--- src/alert_pkg.sv ---
// Constants shared by the alert response and output enable block
package alert_pkg;
   // APB register offsets
   localparam logic [7:0] OFS_CONFIG = 8'h00;
   localparam logic [7:0] OFS_FAULT  = 8'h04;
   localparam logic [7:0] OFS_STATUS = 8'h08;
   localparam logic [7:0] OFS_CMDS   = 8'h0C;
   localparam logic [7:0] OFS_DUTY   = 8'h10;
   localparam logic [7:0] OFS_VREF   = 8'h14;
   // Management bus command codes and alert response address
   localparam logic [7:0] CMD_OPERATION  = 8'h01;
   localparam logic [7:0] CMD_ON_OFF     = 8'h02;
   localparam logic [7:0] CMD_CLEAR      = 8'h03;
   localparam logic [7:0] CMD_VREF_TRIM  = 8'hD4;
   localparam logic [7:0] CMD_STEP_HIGH  = 8'hD5;
   localparam logic [7:0] CMD_STEP_LOW   = 8'hD6;
   localparam logic [7:0] CMD_ALERT_MASK = 8'hE7;
   localparam logic [6:0] ARA_ADDR       = 7'h0C;
   // Reset values; own address value is arbitrary
   localparam logic [7:0]  OPERATION_RST  = 8'h00;
   localparam logic [7:0]  ON_OFF_RST     = 8'h16;
   localparam logic [15:0] ALERT_MASK_RST = 16'h0000;
   localparam logic [6:0]  OWN_ADDR_RST   = 7'h24;
   localparam logic [7:0]  DUTY_RST       = 8'h28;
   localparam logic [11:0] VREF_NOM_MV    = 12'h258;
   // Field positions
   localparam int OP_ON_BIT      = 7;
   localparam int OP_MARGIN_LSB  = 4;
   localparam int ONOFF_CMD_BIT  = 3;
   localparam int ONOFF_PIN_BIT  = 2;
   localparam int ONOFF_POL_BIT  = 1;
   localparam int MASK_AUTO_OFF  = 8;
   localparam int MASK_PERSIST   = 0;
   localparam int FLT_ONCE_BIT   = 0;
   localparam int FLT_PERSIST    = 1;
   localparam int ST_ALERT_BIT   = 0;
   localparam int ST_ENABLE_BIT  = 1;
   localparam int ST_AUTO_BIT    = 2;
   localparam int ST_FAULT_LSB   = 4;
   // Margin field codes
   localparam logic [1:0] MARGIN_NONE = 2'h0;
   localparam logic [1:0] MARGIN_LOW  = 2'h1;
   localparam logic [1:0] MARGIN_HIGH = 2'h2;
   localparam logic [1:0] MARGIN_ALT  = 2'h3;
   // Switching timing
   localparam int CLK_PERIOD_NS = 8;
   localparam int SW_PERIOD_NS  = 800;
   localparam logic [7:0] SW_PERIOD_CYC = 8'(SW_PERIOD_NS / CLK_PERIOD_NS);
   localparam logic [7:0] RAMP_CYCLES   = 8'h80;
endpackage : alert_pkg

--- src/sync2.sv ---
// Two-stage synchroniser for inputs from outside the clock domain
`timescale 1ns/1ns
module sync2 #(
   parameter int W = 1
) (
   input  wire logic         clk,
   input  wire logic         rst_n,
   input  wire logic [W-1:0] d,
   output logic [W-1:0]      q
);
   typedef struct packed {
      logic [W-1:0] s1;
      logic [W-1:0] s2;
   } sync_s;
   sync_s r_r, r_nxt;

   // Only the second stage is visible outside
   always_comb begin
      r_nxt.s1 = d;
      r_nxt.s2 = r_r.s1;
   end

   always_ff @(posedge clk or negedge rst_n) begin
      if (!rst_n) begin
         r_r <= '0;
      end else begin
         r_r <= r_nxt;
      end
   end

   assign q = r_r.s2;
endmodule : sync2

--- src/pwm_ramp.sv ---
// Fixed-frequency switch timing with low-side soft ramp
`timescale 1ns/1ns
module pwm_ramp
   import alert_pkg::*;
(
   input  wire logic       clk,
   input  wire logic       rst_n,
   input  wire logic       en,
   input  wire logic [7:0] duty,
   output logic            hs_on,
   output logic            ls_on
);
   typedef struct packed {
      logic [7:0] cnt;
      logic [7:0] ramp;
      logic       hs;
      logic       ls;
   } pwm_s;
   pwm_s r_r, r_nxt;

   // Period counter, ramp counter and gate drive
   always_comb begin
      logic [7:0]  off_len;
      logic [15:0] prod;
      logic [7:0]  ls_len;
      logic        in_hs;
      off_len = SW_PERIOD_CYC - duty;
      prod    = off_len * r_r.ramp;
      ls_len  = prod[14:7];
      in_hs   = r_r.cnt < duty;
      r_nxt   = r_r;
      if (!en) begin
         r_nxt = '0;
      end else begin
         // Fixed period
         if (r_r.cnt == SW_PERIOD_CYC - 8'h01) begin
            r_nxt.cnt = 8'h00;
            if (r_r.ramp != RAMP_CYCLES) begin
               r_nxt.ramp = r_r.ramp + 8'h01;
            end
         end else begin
            r_nxt.cnt = r_r.cnt + 8'h01;
         end
         r_nxt.hs = in_hs;
         // Ramp low-side width
         r_nxt.ls = !in_hs && ((r_r.cnt - duty) < ls_len);
      end
   end

   always_ff @(posedge clk or negedge rst_n) begin
      if (!rst_n) begin
         r_r <= '0;
      end else begin
         r_r <= r_nxt;
      end
   end

   assign hs_on = r_r.hs;
   assign ls_on = r_r.ls;
endmodule : pwm_ramp

--- src/alert_ctrl.sv ---
// Alert signalling, alert response, output enable and margin control
// Operation
// Auto release default; mask bit 8 disables
// Fault pulls shared alert line low
// Answer alert address read only when alerting
// Clear faults releases alert after one-shot fault
// Standard mode: persistent fault re-flags at once
// Persistent fault holds alert until masked, cleared
// Auto mode releases alert after alert read
// Fixed switching frequency, any load
// Low-side on-time ramps over 128 cycles
// Pin mode: pin alone decides enable
// Pin polarity high or low selectable
// Command mode: operation alone decides
// Combined mode: pin and command both
// Margin none: nominal plus trim
// Margin low: subtract low step
// Margin high: add high step
// Works at 100 and 400 kHz
// Host avoids general call address zero
// Clear faults zeroes status, releases alert
// On/off config resets to 16h
// Two-bit margin field updated per write
// Enable decision recomputed from all inputs
//
// Added by the designer: the placing of the registers and the APB interface to the registers.
`timescale 1ns/1ns
module alert_ctrl
(
   input  wire logic        pclk,
   input  wire logic        presetn,
   input  wire logic [7:0]  paddr,
   input  wire logic        psel,
   input  wire logic        penable,
   input  wire logic        pwrite,
   input  wire logic [31:0] pwdata,
   output logic [31:0]      prdata,
   output logic             pready,
   output logic             pslverr,
   input  wire logic        smb_clk,
   input  wire logic        smb_data_i,
   output logic             smb_data_o,
   output logic             smb_data_oe,
   output logic             smb_alert_o,
   output logic             smb_alert_oe,
   input  wire logic        enable_input_pin,
   input  wire logic        fault_active,
   output logic             reg_enable,
   output logic [11:0]      vref_code,
   output logic             hs_drive,
   output logic             ls_drive
);
   import alert_pkg::*;

   typedef enum {S_IDLE, S_RX, S_ACK, S_TX, S_TXACK, S_WAIT} smb_e;

   typedef struct packed {
      smb_e        st;
      logic        addr_ph;
      logic        rd;
      logic        is_ara;
      logic        wr_act;
      logic [3:0]  bitcnt;
      logic [7:0]  shreg;
      logic [1:0]  nbytes;
      logic [7:0]  cmd;
      logic [7:0]  d0;
      logic [7:0]  d1;
      logic        scl_q;
      logic        sda_q;
      logic        sda_oe;
      logic        alert_oe;
      logic        pin_lvl;
      logic [7:0]  operation;
      logic [7:0]  on_off;
      logic [15:0] mask;
      logic [7:0]  trim;
      logic [7:0]  step_hi;
      logic [7:0]  step_lo;
      logic [6:0]  own_addr;
      logic [7:0]  duty;
      logic [1:0]  fault;
      logic        reg_en;
      logic [11:0] vref;
      logic [31:0] prdata;
      logic        pready;
      logic        pslverr;
   } ctl_s;

   ctl_s       r_r, r_nxt;
   logic [2:0] pins_sync;

   // Bus lines and control pin cross into pclk here
   sync2 #(.W(3)) u_sync (
      .clk   (pclk),
      .rst_n (presetn),
      .d     ({enable_input_pin, smb_data_i, smb_clk}),
      .q     (pins_sync)
   );

   // Switch timing follows the registered enable
   pwm_ramp u_pwm (
      .clk   (pclk),
      .rst_n (presetn),
      .en    (r_r.reg_en),
      .duty  (r_r.duty),
      .hs_on (hs_drive),
      .ls_on (ls_drive)
   );

   always_comb begin
      logic        scl;
      logic        sda;
      logic        pin;
      logic        scl_rise;
      logic        scl_fall;
      logic        start;
      logic        stop;
      logic        clr;
      logic        once;
      logic        ara_done;
      logic        apb_evt;
      logic        setup;
      logic        wr;
      logic        hit;
      logic [1:0]  set;
      logic [1:0]  kept;
      logic        pin_on;
      logic        op_on;
      logic [11:0] base;
      logic [7:0]  byte_in;
      scl      = pins_sync[0];
      sda      = pins_sync[1];
      pin      = pins_sync[2];
      scl_rise = scl && !r_r.scl_q;
      scl_fall = !scl && r_r.scl_q;
      start    = scl && r_r.scl_q && r_r.sda_q && !sda;
      stop     = scl && r_r.scl_q && !r_r.sda_q && sda;
      clr      = 1'b0;
      once     = 1'b0;
      ara_done = 1'b0;
      byte_in  = r_r.shreg;
      r_nxt    = r_r;
      r_nxt.scl_q = scl;
      r_nxt.sda_q = sda;

      // Oversampled bus, no clock stretching needed
      if (start) begin
         r_nxt.st      = S_RX;
         r_nxt.addr_ph = 1'b1;
         r_nxt.bitcnt  = 4'h0;
         r_nxt.nbytes  = 2'h0;
         r_nxt.wr_act  = 1'b0;
         r_nxt.sda_oe  = 1'b0;
      end else if (stop) begin
         r_nxt.st     = S_IDLE;
         r_nxt.sda_oe = 1'b0;
         r_nxt.wr_act = 1'b0;
         // Commands act only once the whole write has ended
         if (r_r.wr_act && r_r.nbytes != 2'h0) begin
            unique case (r_r.cmd)
               // Clear on command
               CMD_CLEAR: clr = 1'b1;
               CMD_OPERATION: begin
                  // Margin field follows write
                  if (r_r.nbytes >= 2'h2) r_nxt.operation = r_r.d0;
               end
               CMD_ON_OFF: begin
                  if (r_r.nbytes >= 2'h2) r_nxt.on_off = r_r.d0;
               end
               CMD_VREF_TRIM: begin
                  if (r_r.nbytes >= 2'h2) r_nxt.trim = r_r.d0;
               end
               CMD_STEP_HIGH: begin
                  if (r_r.nbytes >= 2'h2) r_nxt.step_hi = r_r.d0;
               end
               CMD_STEP_LOW: begin
                  if (r_r.nbytes >= 2'h2) r_nxt.step_lo = r_r.d0;
               end
               CMD_ALERT_MASK: begin
                  if (r_r.nbytes == 2'h3) r_nxt.mask = {r_r.d1, r_r.d0};
               end
               // Unknown code counts as a one-time fault
               default: once = 1'b1;
            endcase
         end
      end else begin
         unique case (r_r.st)
            S_IDLE, S_WAIT: begin
            end
            S_RX: begin
               if (scl_rise && r_r.bitcnt != 4'h8) begin
                  r_nxt.shreg  = {r_r.shreg[6:0], sda};
                  r_nxt.bitcnt = r_r.bitcnt + 4'h1;
               end else if (scl_fall && r_r.bitcnt == 4'h8) begin
                  r_nxt.st      = S_ACK;
                  r_nxt.sda_oe  = 1'b1;
                  r_nxt.addr_ph = 1'b0;
                  r_nxt.bitcnt  = 4'h0;
                  if (r_r.addr_ph) begin
                     r_nxt.is_ara = 1'b0;
                     r_nxt.rd     = byte_in[0];
                     r_nxt.wr_act = !byte_in[0];
                     r_nxt.shreg  = {6'h00, r_r.fault};
                     if (byte_in[7:1] == r_r.own_addr) begin
                     // Answer alert address only when alerting
                     end else if (byte_in[7:1] == ARA_ADDR && byte_in[0]
                                  && r_r.alert_oe) begin
                        r_nxt.is_ara = 1'b1;
                        r_nxt.shreg  = {r_r.own_addr, 1'b1};
                     end else begin
                        r_nxt.st     = S_WAIT;
                        r_nxt.sda_oe = 1'b0;
                        r_nxt.wr_act = 1'b0;
                     end
                  end else begin
                     // Bytes beyond two data bytes (such as PEC) are dropped
                     unique case (r_r.nbytes)
                        2'h0: r_nxt.cmd = byte_in;
                        2'h1: r_nxt.d0  = byte_in;
                        2'h2: r_nxt.d1  = byte_in;
                        2'h3: begin
                        end
                     endcase
                     if (r_r.nbytes != 2'h3) r_nxt.nbytes = r_r.nbytes + 2'h1;
                  end
               end
            end
            S_ACK: begin
               if (scl_fall) begin
                  if (r_r.rd) begin
                     r_nxt.st     = S_TX;
                     r_nxt.sda_oe = !r_r.shreg[7];
                     r_nxt.shreg  = {r_r.shreg[6:0], 1'b1};
                     r_nxt.bitcnt = 4'h1;
                  end else begin
                     r_nxt.st     = S_RX;
                     r_nxt.sda_oe = 1'b0;
                  end
               end
            end
            S_TX: begin
               // Released line read low means another device won arbitration
               if (scl_rise && !r_r.sda_oe && !sda) begin
                  r_nxt.st = S_WAIT;
               end else if (scl_fall) begin
                  if (r_r.bitcnt == 4'h8) begin
                     r_nxt.st     = S_TXACK;
                     r_nxt.sda_oe = 1'b0;
                  end else begin
                     r_nxt.sda_oe = !r_r.shreg[7];
                     r_nxt.shreg  = {r_r.shreg[6:0], 1'b1};
                     r_nxt.bitcnt = r_r.bitcnt + 4'h1;
                  end
               end
            end
            S_TXACK: begin
               // Further read bytes return all ones
               if (scl_rise) begin
                  ara_done = r_r.is_ara;
                  r_nxt.st = S_WAIT;
               end
            end
         endcase
      end

      // APB slave: answer one cycle after setup
      setup = psel && !penable;
      hit   = paddr == OFS_CONFIG || paddr == OFS_FAULT || paddr == OFS_STATUS
              || paddr == OFS_CMDS || paddr == OFS_DUTY || paddr == OFS_VREF;
      wr    = psel && penable && r_r.pready && pwrite && !r_r.pslverr;
      r_nxt.pready  = setup;
      r_nxt.pslverr = setup && !hit;
      if (setup) begin
         unique case (paddr)
            OFS_CONFIG: r_nxt.prdata = {25'h0000000, r_r.own_addr};
            OFS_STATUS: r_nxt.prdata = {26'h0000000, r_r.fault, 1'b0,
                                        !r_r.mask[MASK_AUTO_OFF],
                                        r_r.reg_en, r_r.alert_oe};
            OFS_CMDS:   r_nxt.prdata = {r_r.mask, r_r.on_off, r_r.operation};
            OFS_DUTY:   r_nxt.prdata = {24'h000000, r_r.duty};
            OFS_VREF:   r_nxt.prdata = {r_r.step_hi, r_r.step_lo, 4'h0, r_r.vref};
            default:    r_nxt.prdata = 32'h00000000;
         endcase
      end
      apb_evt = wr && paddr == OFS_FAULT && pwdata[0];
      if (wr && paddr == OFS_CONFIG) r_nxt.own_addr = pwdata[6:0];
      if (wr && paddr == OFS_DUTY) r_nxt.duty = pwdata[7:0];

      // Persistent fault sets again even during a clear
      set = '0;
      set[FLT_ONCE_BIT] = once || apb_evt;
      set[FLT_PERSIST]  = fault_active && !r_r.mask[MASK_PERSIST];
      kept = clr ? 2'h0 : r_r.fault;
      // Clear zeroes status, new set wins
      r_nxt.fault = kept | set;
      // New fault drives alert low
      if (|(set & ~kept)) begin
         r_nxt.alert_oe = 1'b1;
      // A clear releases only when no new fault sets
      end else if (clr) begin
         r_nxt.alert_oe = 1'b0;
      // Auto release unless mask bit disables
      end else if (ara_done && !r_r.mask[MASK_AUTO_OFF]) begin
         // Release after alert read
         r_nxt.alert_oe = 1'b0;
      end

      // Pin polarity
      pin_on = r_r.on_off[ONOFF_POL_BIT] ? pin : !pin;
      op_on  = r_r.operation[OP_ON_BIT];
      // Enable from pin, command and mode
      unique case ({r_r.on_off[ONOFF_CMD_BIT], r_r.on_off[ONOFF_PIN_BIT]})
         // Pin only
         2'b01: r_nxt.reg_en = pin_on;
         // Command only
         2'b10: r_nxt.reg_en = op_on;
         // Both required
         2'b11: r_nxt.reg_en = pin_on && op_on;
         2'b00: r_nxt.reg_en = 1'b1;
      endcase

      // Nominal plus signed trim
      base = VREF_NOM_MV + {{4{r_r.trim[7]}}, r_r.trim};
      unique case (r_r.operation[OP_MARGIN_LSB +: 2])
         // Low margin step
         MARGIN_LOW:  r_nxt.vref = base - {4'h0, r_r.step_lo};
         // High margin step
         MARGIN_HIGH: r_nxt.vref = base + {4'h0, r_r.step_hi};
         MARGIN_NONE, MARGIN_ALT: r_nxt.vref = base;
      endcase
   end

   // Single state register; reset values are constants only
   always_ff @(posedge pclk or negedge presetn) begin
      if (!presetn) begin
         r_r           <= '0;
         r_r.st        <= S_IDLE;
         r_r.scl_q     <= 1'b1;
         r_r.sda_q     <= 1'b1;
         r_r.operation <= OPERATION_RST;
         // Pin-only, active-high default
         r_r.on_off    <= ON_OFF_RST;
         r_r.mask      <= ALERT_MASK_RST;
         r_r.own_addr  <= OWN_ADDR_RST;
         r_r.duty      <= DUTY_RST;
         r_r.vref      <= VREF_NOM_MV;
      end else begin
         r_r <= r_nxt;
      end
   end

   assign prdata       = r_r.prdata;
   assign pready       = r_r.pready;
   assign pslverr      = r_r.pslverr;
   assign smb_data_o   = r_r.pin_lvl;
   assign smb_data_oe  = r_r.sda_oe;
   assign smb_alert_o  = r_r.pin_lvl;
   assign smb_alert_oe = r_r.alert_oe;
   assign reg_enable   = r_r.reg_en;
   assign vref_code    = r_r.vref;
endmodule : alert_ctrl

--- config.mk ---
export PLATFORM = sky130hd
export DESIGN_NAME = alert_ctrl
export DESIGN_NICKNAME = d
export VERILOG_FILES = /design/src/alert_pkg.sv /design/src/sync2.sv /design/src/pwm_ramp.sv /design/src/alert_ctrl.sv
export SDC_FILE = /design/constraint.sdc
export NUM_CORES = 1
export LEC_CHECK = 0
export BUFFER_PORTS_ARGS = -buffer_cell sky130_fd_sc_hd__buf_2
export CORE_UTILIZATION = 60
export CTS_CLUSTER_DIAMETER = 120
export CTS_CLUSTER_SIZE = 30
export DETAILED_ROUTE_END_ITERATION = 10
export HOLD_SLACK_MARGIN = 0.1
export PLACE_DENSITY = 0.8
export SLEW_MARGIN = 25
export SYNTH_ARGS = -nofsm -noshare
export SYNTH_HDL_FRONTEND = slang
export SYNTH_SLANG_ARGS = --single-unit
--- constraint.sdc ---
create_clock -name pclk -period 7.8 [get_ports pclk]
set_clock_uncertainty 0.05 [all_clocks]
set_input_delay 0.78 -clock pclk [delete_from_list [all_inputs] [get_ports pclk]]
set_output_delay 0.78 -clock pclk [all_outputs]
set_load 0.005 [all_outputs]
==> impl_metrics.toml, run 1 <==
[cts]
cts-resized-gates = 0
post_cts_buffers = 0
postCtsHoldBufs = 0
ctsRootBufferMaster = "clkbuf_16"
ctsLongestPathBuffers = 2
cts.clk_slew.worst_paths_ns = 0.08
h-tree-depth = 4
cts_tree = "built"
clock_sinks = 193
numCtsBuffers = 17
clock_latency_ns = 0.44

[die]
start_util = 0.6138
dieArea_mm2 = 0.02048
io_pins = 102
rows = 51
die_h_um = 143.1
core_area_mm2 = 0.01946
die_w_um = 143.1

[sta]
setup_viol = 0
drv_slew = 0
fmax_ghz = 0.1481
hold_viol = 0
rsz0062_at_grt = "false"
setup_tns_ns = 0
period_needed_ns = 6.754
max_slew_margin = 0.3867
fin_crit_sh = 0.8659
tightest_slew_ns = 0.9166

[setup_path]
endpoint_kind = "flip-flop"
worstSetupPathType = "flip-flop to flip-flop"
worst_setup_path_start_kind = "flip-flop"
cp.arrival_ns = 7.05
worstPathMaxFanout = 12
required_ns = 8.10
reg2reg_depth = 24
path_delay_family = "adder cells"
cpMostUsedCell = "fa_1"
slowest_delay_ns = 0.64
path_cells = "inv_1 > ha_1 > nor2_1 > nor2_1 > xnor2_1 > and2_1 > fa_1 > fa_1 > fa_1 > inv_1 > fa_1 > inv_1 > ha_1 > a21o_1 > a221oi_1 > o21ai_0 > a21oi_1 > xnor2_1 > ha_1 > nand4_1 > o221ai_1 > a21oi_1 > nand2_1 > nor3_1"
slowest_stage = "dfrtp_1"
cp_num_cells = 24
crit_buf_inv = 3

[cells_and_area]
multi_input_area_mm2 = 0.006312
register_area_mm2 = 0.004846
n_antenna_cell = 0
final_cells = 1458
drive_gt1_frac = 0.1978
fillCellCount = 1502
area_growth_pct = 7.782
num-nets-final = 1334

[power_and_ir_drop]
total_leakage_power_nw = 6.300
ir_worst_vdd_v = 0.0001578
powerDensity_mw_per_mm2 = 179.1

[routing]
wl_per_cell_um = 18.95
drtIter0Drc = 782
vias_per_cell = 5.945
drcViolationCount = 0
firstDrtPassIters = 5
wl_mm = 27.63
ant_nets = 0
vias = 8668

[logic_synthesis]
syn_area_mm2 = 0.01195
ys_top_cells_by_area = "dfrtp_1, mux2_2, ha_1"
synth_edf_count = 0
ys_ff_latch = 193
synth_flop_cell = "dfrtp_1"
yosys_warnings = 0
async_reset_ff_frac = 1.000
yosysSeqAreaShare = 0.4057
syn_avg_cell_area_um2 = 10.29
syn_inst = 1161
yosys.area.top_type = "dfrtp_1"
synth_cell_types = 70
synth_top_area_share = 0.3771

[place]
finalWeightedCongestion = 0.8817
portBuffers = 75
dpl.hpwl_mm = 19.82
dp.cells = 1426

[run]
maxCapViolCount = 0

[grt]
grtUsageTotal = 0.2892
antenna_found_initial = 0
grt_max_degree = 116
overflow = 0
first_global_vias = 8674
grt_first_pass_wirelength_mm = 45.08

[hold_path]
hp-class = "flip-flop to flip-flop"
holdPathStages = 0

[run_status]
outcome = "complete, no violations"
-- cell families after synthesis --
logic type / synth area share
AOI/OAI and AO/OA: 0.1086
xor gates and xnor gates: 0.04399
adders and majority gates: 0.1326
buffers and inverters: 0.06704
DFF: 0.4057
muxes: 0.09322
other: 0.0003139
and+or+nand+nor: 0.1485
-- where the power goes --
part           internal (mW)  switching [mW]
registers               1.04          0.0771
clock network          0.480           0.446
logic                  0.104           0.161
-- cells in the mapped netlist (7+ instances only) --
cell type	instances
dfrtp_1	180
nand2_1	107
mux2_2	98
inv_1	81
ha_1	69
o21ai_0	67
nor2_1	63
buf_4	47
and2_1	38
fa_1	36
a21oi_1	31
xnor2_1	31
xor2_1	29
clkbuf_1	24
nand3_1	24
a22oi_1	23
nor2b_1	23
dfstp_2	13
nand2b_1	13
nor3_1	12
a211oi_1	11
a21o_1	10
a31oi_1	10
buf_2	9
a222oi_1	7
and3_1	7
-- cells in the final DEF, fill, tap and decap left out, types with 5 or more instances in the layout --
| master | count |
|---|---|
| nor3b_1 | 6 |
| and2_1 | 38 |
| mux2_2 | 98 |
| nand2b_1 | 13 |
| and3b_1 | 6 |
| a31oi_1 | 10 |
| xnor2_1 | 31 |
| nor4b_1 | 6 |
| nand3_1 | 24 |
| buf_4 | 5 |
| clkinv_8 | 7 |
| nor2_1 | 63 |
| a22oi_1 | 23 |
| inv_1 | 81 |
| and3_1 | 6 |
| clkbuf_16 | 17 |
| dfrtp_1 | 180 |
| dfstp_2 | 13 |
| a211oi_1 | 11 |
| o21ai_0 | 67 |
| a21o_1 | 10 |
| ha_1 | 69 |
| buf_2 | 74 |
| nand2_1 | 107 |
| a21oi_1 | 31 |
| inv_8 | 5 |
| fa_1 | 36 |
| nor2b_1 | 23 |
| nand4_1 | 6 |
| nor3_1 | 12 |
| xor2_1 | 29 |
| nor4_1 | 6 |
| a222oi_1 | 7 |
-- path summary, 6_finish.rpt --
check                                start           to  slack [ns]
setup / recovery                   r_r[49]  u_pwm.ls_on        1.05
hold / removal             u_sync.r_nxt[1]  u_sync.q[1]        0.31
setup reg to reg                   r_r[49]  u_pwm.ls_on        1.05
hold reg to reg            u_sync.r_nxt[1]  u_sync.q[1]        0.31
max in group asynchronous          presetn      r_r[49]        6.07
min in group asynchronous          presetn      r_r[89]        0.42
-- layout make-up --
type	instances	area share
multi-input combinational	806	0.4903
sequential	193	0.3764
clock buffer	18	0.03411
timing repair buffer	81	0.03362
tap	265	0.02575
inverter	81	0.02362
clock inverter	14	0.01623
-- worst reg2reg max path, stage by stage (launching register included) --
cell and delay (ns):
dfrtp_1 0.64, inv_1 0.10, ha_1 0.23, nor2_1 0.14, nor2_1 0.07, xnor2_1 0.48
and2_1 0.26, fa_1 0.44, fa_1 0.48, fa_1 0.54, inv_1 0.05, fa_1 0.52
inv_1 0.05, ha_1 0.34, a21o_1 0.19, a221oi_1 0.57, o21ai_0 0.27, a21oi_1 0.23
xnor2_1 0.14, ha_1 0.26, nand4_1 0.12, o221ai_1 0.13, a21oi_1 0.14, nand2_1 0.07
nor3_1 0.15
-- metrics by stage --
stage / utilization / total power [mW] / hold WS, ns / setup slack, ns / cell area (µm²)
finish: 0.6615 / 2.306 / 0.3053 / 1.046 / 12870
global route: 0.6615 / 2.402 / 0.3127 / 0.6417 / 12870
CTS: 0.6613 / 2.314 / 0.3063 / 1.044 / 12870
detailed placement: 0.6280 / 1.394 / 0.2872 / 1.064 / 12220
global placement: 0.6280 / 1.385 / 0.2841 / 1.270 / 12220
floorplan: - / 1.298 / 0.2812 / 1.901 / 11950
-- routing by layer --
| metal | wire, µm | part of all wire | GRT usage |
|---|---|---|---|
| met1 | 11800 | 0.43 | 0.3817 |
| met2 | 13570 | 0.49 | 0.4858 |
| met3 | 1691 | 0.061 | 0.04695 |
| met4 | 565 | 0.020 | 0.09451 |
| met5 | 0 | 0 | 0 |
-- flip-flops by register name, summed over array words and instances, names as in the netlist, 3 cells and up --
name,flops
r_r,120
prdata,32
u_pwm.r_r,16
vref_code,12
u_sync.q,3
u_sync.r_nxt,3
Note: power is estimated with default switching activity, not from simulation.
==> run 2, diff against run 1 <==
--- a/config.mk
+++ b/config.mk
@@ -12,6 +12,7 @@
 export DETAILED_ROUTE_END_ITERATION = 10
 export HOLD_SLACK_MARGIN = 0.1
 export PLACE_DENSITY = 0.8
+export RECOVER_POWER = 50
 export SLEW_MARGIN = 25
 export SYNTH_ARGS = -nofsm -noshare
 export SYNTH_HDL_FRONTEND = slang
==> run 2 against run 1 <==
Highest routed layer unchanged. Clock-buffer cell count stayed put. Cell count stayed put. Combinational power hardly changed. Maximum frequency hardly changed. Largest power group unchanged. Total power is 0.18% lower. First-iteration DRC count is 2.0% lower. Core utilization is 0.28 points lower. Global-route usage stayed put. The flow now finishes with violations (max-capacitance violations, max-slew violations). Sequential cell count stayed put.
==> impl_metrics.toml, run 2 (synthesis results as in run 1) <==
[routing]
firstDrtPassIters = 6
drtIter0Drc = 766
vias = 8725
ant_nets = 0
wl_mm = 27.66
vias_per_cell = 5.984
drcViolationCount = 0
wl_per_cell_um = 18.97

[grt]
grtUsageTotal = 0.2892
grt_first_pass_wirelength_mm = 45.08
antenna_found_initial = 0
grt_max_degree = 116
first_global_vias = 8674
overflow = 0

[hold_path]
min_from = "u_sync.r_nxt[1]"
holdPathStages = 0
holdPathEnd = "u_sync.q[1]"
hp-class = "flip-flop to flip-flop"

[sta]
fmax_ghz = 0.1480
drv_slew = 148
max_slew_margin = -3.025
fin_crit_sh = 0.8664
setup_viol = 0
tightest_slew_ns = 6.038
rsz0062_at_grt = "false"
setup_tns_ns = 0
period_needed_ns = 6.758
hold_viol = 0
fin_ws_ns = 1.042

[cts]
cts-resized-gates = 0
ctsLongestPathBuffers = 2
clock_sinks = 193
clock_latency_ns = 0.44
numCtsBuffers = 17
cts_tree = "built"
post_cts_buffers = 0
postCtsHoldBufs = 0
cts.clk_slew.worst_paths_ns = 0.08
ctsRootBufferMaster = "clkbuf_16"
h-tree-depth = 4

[setup_path]
required_ns = 8.10
worstPathMaxFanout = 12
slowest_delay_ns = 0.63
reg2reg_depth = 24
endpoint_kind = "flip-flop"
reg2reg_from = "r_r[49]"
worst_setup_path_start_kind = "flip-flop"
timing.rr.end = "u_pwm.ls_on"
cp.arrival_ns = 7.06
worstSetupPathType = "flip-flop to flip-flop"
path_cells = "inv_1 > ha_1 > nor2_1 > nor2_1 > xnor2_1 > and2_1 > fa_1 > fa_1 > fa_1 > inv_1 > fa_1 > inv_1 > ha_1 > a21o_1 > a221oi_1 > o21ai_0 > a21oi_1 > xnor2_1 > ha_1 > nand4_1 > o221ai_1 > a21oi_1 > nand2_1 > nor3_1"
cpMostUsedCell = "fa_1"
slowest_stage = "dfrtp_1"
r2r_slack_ns = 1.04

[place]
pre_cts_slack_ns = 1.064
place_area_mm2 = 0.01222
finalWeightedCongestion = 0.8817
portBuffers = 75
dpl.hpwl_mm = 19.82

[power_and_ir_drop]
ir_worst_vdd_v = 0.0001583
p_comb_frac = 0.114
p_clk_frac = 0.402
total_leakage_power_nw = 6.197
power.total_mw = 2.302
switchingPower_mw = 0.6829
powerDensity_mw_per_mm2 = 179.6
switching_share = 0.2967
seq_power_share = 0.485
p_int_mw = 1.619

[die]
rows = 51
die_w_um = 143.1
core_area_mm2 = 0.01946
start_util = 0.6138
dieArea_mm2 = 0.02048
die_h_um = 143.1
io_pins = 102

[cells_and_area]
area_growth_pct = 7.332
regMostFlops = "r_r"
final_common_cell = "dfrtp_1"
final_cell_mix = "dfrtp_1, nand2_1, mux2_2, inv_1, ha_1"
n_antenna_cell = 0
multi_input_area_mm2 = 0.006297
fillCellCount = 1519
largest_reg_flops = 120
post-route-util = 0.6588
register_area_mm2 = 0.004846
drive_gt1_frac = 0.1744
num-nets-final = 1334
design_area_mm2 = 0.01282

[run_status]
violations = "max-capacitance violations, max-slew violations"
outcome = "complete, but fails checks"

[run]
maxCapViolCount = 2
==> run 2: cell types whose count changed in the layout (fill, tap and decap cells not counted), moves of 4 or more <==
cell      before  now
buf_2         74   54
dfstp_1        0    4
dfstp_2       13    9
clkbuf_1       0   21
==> run 2: worst max path at each step <==
stage	from	to	cells after the start
finish	r_r[49]	u_pwm.ls_on	24
global route	presetn	r_r[115]	1
CTS	r_r[49]	u_pwm.ls_on	24
detailed placement	r_r[49]	u_pwm.ls_on	24
global placement	r_r[49]	u_pwm.ls_on	24
floorplan	r_r[49]	u_pwm.ls_on	25
==> run 2: area by class of cell <==
| type | count | area share |
|---|---|---|
| Clock inverter | 14 | 0.01630 |
| Sequential cell | 193 | 0.3780 |
| Multi-Input combinational cell | 806 | 0.4912 |
| Tap cell | 265 | 0.02586 |
| Inverter | 81 | 0.02371 |
| Timing Repair Buffer | 81 | 0.03074 |
| Clock buffer | 18 | 0.03425 |
==> run 2: critical path, delay by kind of cell (launching register included) <==
family / cells / cell delay, ns
compound gates: 6 / 1.54
xor+xnor: 2 / 0.63
fa+ha+maj: 7 / 2.82
buf+inv: 3 / 0.19
flops: 1 / 0.63
simple gates: 6 / 0.81
==> run 2: per-stage QoR <==
stage	cells	hold slack, ns
6_report	1458	0.3053
5_1_grt	1458	0.3127
4_1_cts	1458	0.3063
3_5_place_dp	1426	0.2872
3_3_place_gp	1426	0.2841
2_1_floorplan	1162	0.2812
==> run 2: per-layer routing <==
metal / wire length (µm) / track usage / up-vias
met5: 0 / 0 / -
met1: 11740 / 0.3817 / 4337
met3: 1727 / 0.04695 / 41
met2: 13650 / 0.4858 / 315
met4: 540 / 0.09451 / 0
li1: - / - / 4032
==> run 2: power by group through the flow <==
stage	clock network (mW)	logic [mW]	registers, mW
3_5_place_dp	0	0.261	1.13
6_report	0.924	0.262	1.12
2_1_floorplan	0	0.208	1.09
4_1_cts	0.937	0.264	1.11
5_1_grt	0.979	0.297	1.12
3_3_place_gp	0	0.253	1.13
==> run 3, diff against run 2 <==
--- a/config.mk
+++ b/config.mk
@@ -5,7 +5,8 @@
 export SDC_FILE = /design/constraint.sdc
 export NUM_CORES = 1
 export LEC_CHECK = 0
-export BUFFER_PORTS_ARGS = -buffer_cell sky130_fd_sc_hd__buf_2
+export ABC_CLOCK_PERIOD_IN_PS = 7800
+export BUFFER_PORTS_ARGS = -buffer_cell sky130_fd_sc_hd__buf_4
 export CORE_UTILIZATION = 60
 export CTS_CLUSTER_DIAMETER = 120
 export CTS_CLUSTER_SIZE = 30
==> run 3 against run 2 <==
Critical endpoint unchanged. Sequential cell count unchanged. Non-clock buffer count stayed put. Sequential power barely moved. Sequential share of layout area shrank 0.55 points. Critical path depth is the same. Setup slack better by 0.10 ns. Global-route usage shrank 0.57 points. Maximum frequency rose by 1.5%. Worst hold slack improved by 0.0037 ns. The flow still finishes with violations (max-capacitance violations, max-slew violations). Register-to-register slack better by 0.10 ns. Critical path type unchanged. Clock power fell by 2.3%. Die area did not move.
==> impl_metrics.toml, run 3 (synthesis results as in run 1) <==
[cts]
postCtsHoldBufs = 0
clock_sinks = 193
ctsLongestPathBuffers = 2
clock_latency_ns = 0.45
post_cts_buffers = 0
ctsRootBufferMaster = "clkbuf_16"
numCtsBuffers = 17
h-tree-depth = 4
cts-resized-gates = 0
cts.clk_slew.worst_paths_ns = 0.08
cts_tree = "built"

[grt]
grt_first_pass_wirelength_mm = 44.33
first_global_vias = 8655
overflow = 0
antenna_found_initial = 0
grt_max_degree = 116
grtUsageTotal = 0.2834

[routing]
topRoutingLayerUsed = "met4"
ant_nets = 0
dr_wl_met2_mm = 13.09
wl_met3_mm = 1.702
wl_mm = 27.20
drcViolationCount = 0
vias_per_cell = 5.981
firstDrtPassIters = 8
drtIter0Drc = 772
met1_length_mm = 11.84
wl_per_cell_um = 18.65
vias = 8720

[die]
die_w_um = 143.1
rows = 51
die_h_um = 143.1
core_area_mm2 = 0.01946
start_util = 0.6138
dieArea_mm2 = 0.02048
io_pins = 102

[sta]
fin_crit_sh = 0.8532
fmax_ghz = 0.1503
setup_viol = 0
tightest_slew_ns = 6.087
fin_ws_ns = 1.145
drv_slew = 148
period_needed_ns = 6.655
setup_tns_ns = 0
hold_viol = 0
max_slew_margin = -3.058
hold_ws_ns = 0.3090
rsz0062_at_grt = "false"

[run_status]
outcome = "complete, but fails checks"
violations = "max-capacitance violations, max-slew violations"

[setup_path]
required_ns = 8.11
endpoint_kind = "flip-flop"
path_delay_family = "adder cells"
worst_setup_path_start_kind = "flip-flop"
worstPathMaxFanout = 12
crit_buf_inv = 3
path_cells = "inv_1 > ha_1 > nor2_1 > o31ai_1 > xnor2_1 > and2_1 > fa_1 > fa_1 > fa_1 > inv_1 > fa_1 > inv_1 > ha_1 > a21o_1 > a221oi_1 > o21ai_0 > a21oi_1 > xnor2_1 > ha_1 > nand4_1 > o221ai_1 > a21oi_1 > nand2_1 > nor3_1"
worstSetupPathType = "flip-flop to flip-flop"
cpMostUsedCell = "fa_1"
cp.arrival_ns = 6.96
slowest_stage = "dfrtp_1"
slowest_delay_ns = 0.61

[place]
dpl.hpwl_mm = 19.54
pre_cts_slack_ns = 1.191
portBuffers = 75
finalWeightedCongestion = 0.8993

[cells_and_area]
area_growth_pct = 8.924
num-nets-final = 1334
drive_gt1_frac = 0.1886
final_common_cell = "dfrtp_1"
largest_reg_flops = 120
n_antenna_cell = 0
final_cell_mix = "dfrtp_1, nand2_1, mux2_2, inv_1, ha_1"
regMostFlops = "r_r"

[power_and_ir_drop]
powerDensity_mw_per_mm2 = 176.0
total_leakage_power_nw = 6.271
ir_worst_vdd_v = 0.0001523

[run]
maxCapViolCount = 2

[hold_path]
hp-class = "flip-flop to flip-flop"
## run 3: changes by cell type in the layout (fill, tap and decap cells not counted), sizes merged
cell,delta
bufinv,-1
clkinv,+2
clkbuf,+31
buf,-31
inv,-1
## run 3: final cells by class
| class | instances | area (µm²) |
|---|---|---|
| fill | 1478 | 6451 |
| multi-input combinational | 806 | 6296 |
| sequential | 193 | 4846 |
| timing repair buffer | 81 | 596.8 |
| clock buffer | 18 | 439.2 |
| tap | 265 | 331.6 |
| inverter | 81 | 304.0 |
| clock inverter | 14 | 197.7 |
## run 3: path summary, 6_finish.rpt
| kind | from | end | slack, ns | depth (start not counted) |
|---|---|---|---|---|
| worst max-delay path | r_r[49] | u_pwm.ls_on | 1.15 | 24 |
| worst min-delay path | u_sync.r_nxt[1] | u_sync.q[1] | 0.31 | 0 |
| worst max register to register | r_r[49] | u_pwm.ls_on | 1.15 | 24 |
| worst min register to register | u_sync.r_nxt[1] | u_sync.q[1] | 0.31 | 0 |
| max in group asynchronous | presetn | r_r[145] | 1.75 | 1 |
| min in group asynchronous | presetn | r_r[94] | 2.52 | 1 |
## run 3: layer usage
metal,up-vias,track usage
li1,4021,-
met1,4338,0.3798
met2,318,0.4621
met3,43,0.05265
met4,0,0.09734
met5,-,0
## run 3: per-stage QoR
stage | std cells | utilization | power [mW] | area, µm²
after CTS | 1458 | 0.6702 | 2.300 | 13040
final | 1458 | 0.6685 | 2.289 | 13010
after detailed placement | 1426 | 0.6375 | 1.403 | 12410
after global routing | 1458 | 0.6685 | 2.382 | 13010
after global placement | 1426 | 0.6375 | 1.394 | 12410
after floorplan | 1162 | - | 1.298 | 11950
## run 3: power breakdown
group	switching, mW	leakage [nW]	internal, mW
logic	0.160	3.39	0.109
clock network	0.453	0.306	0.450
registers	0.0795	2.57	1.04
total	0.692	6.27	1.60
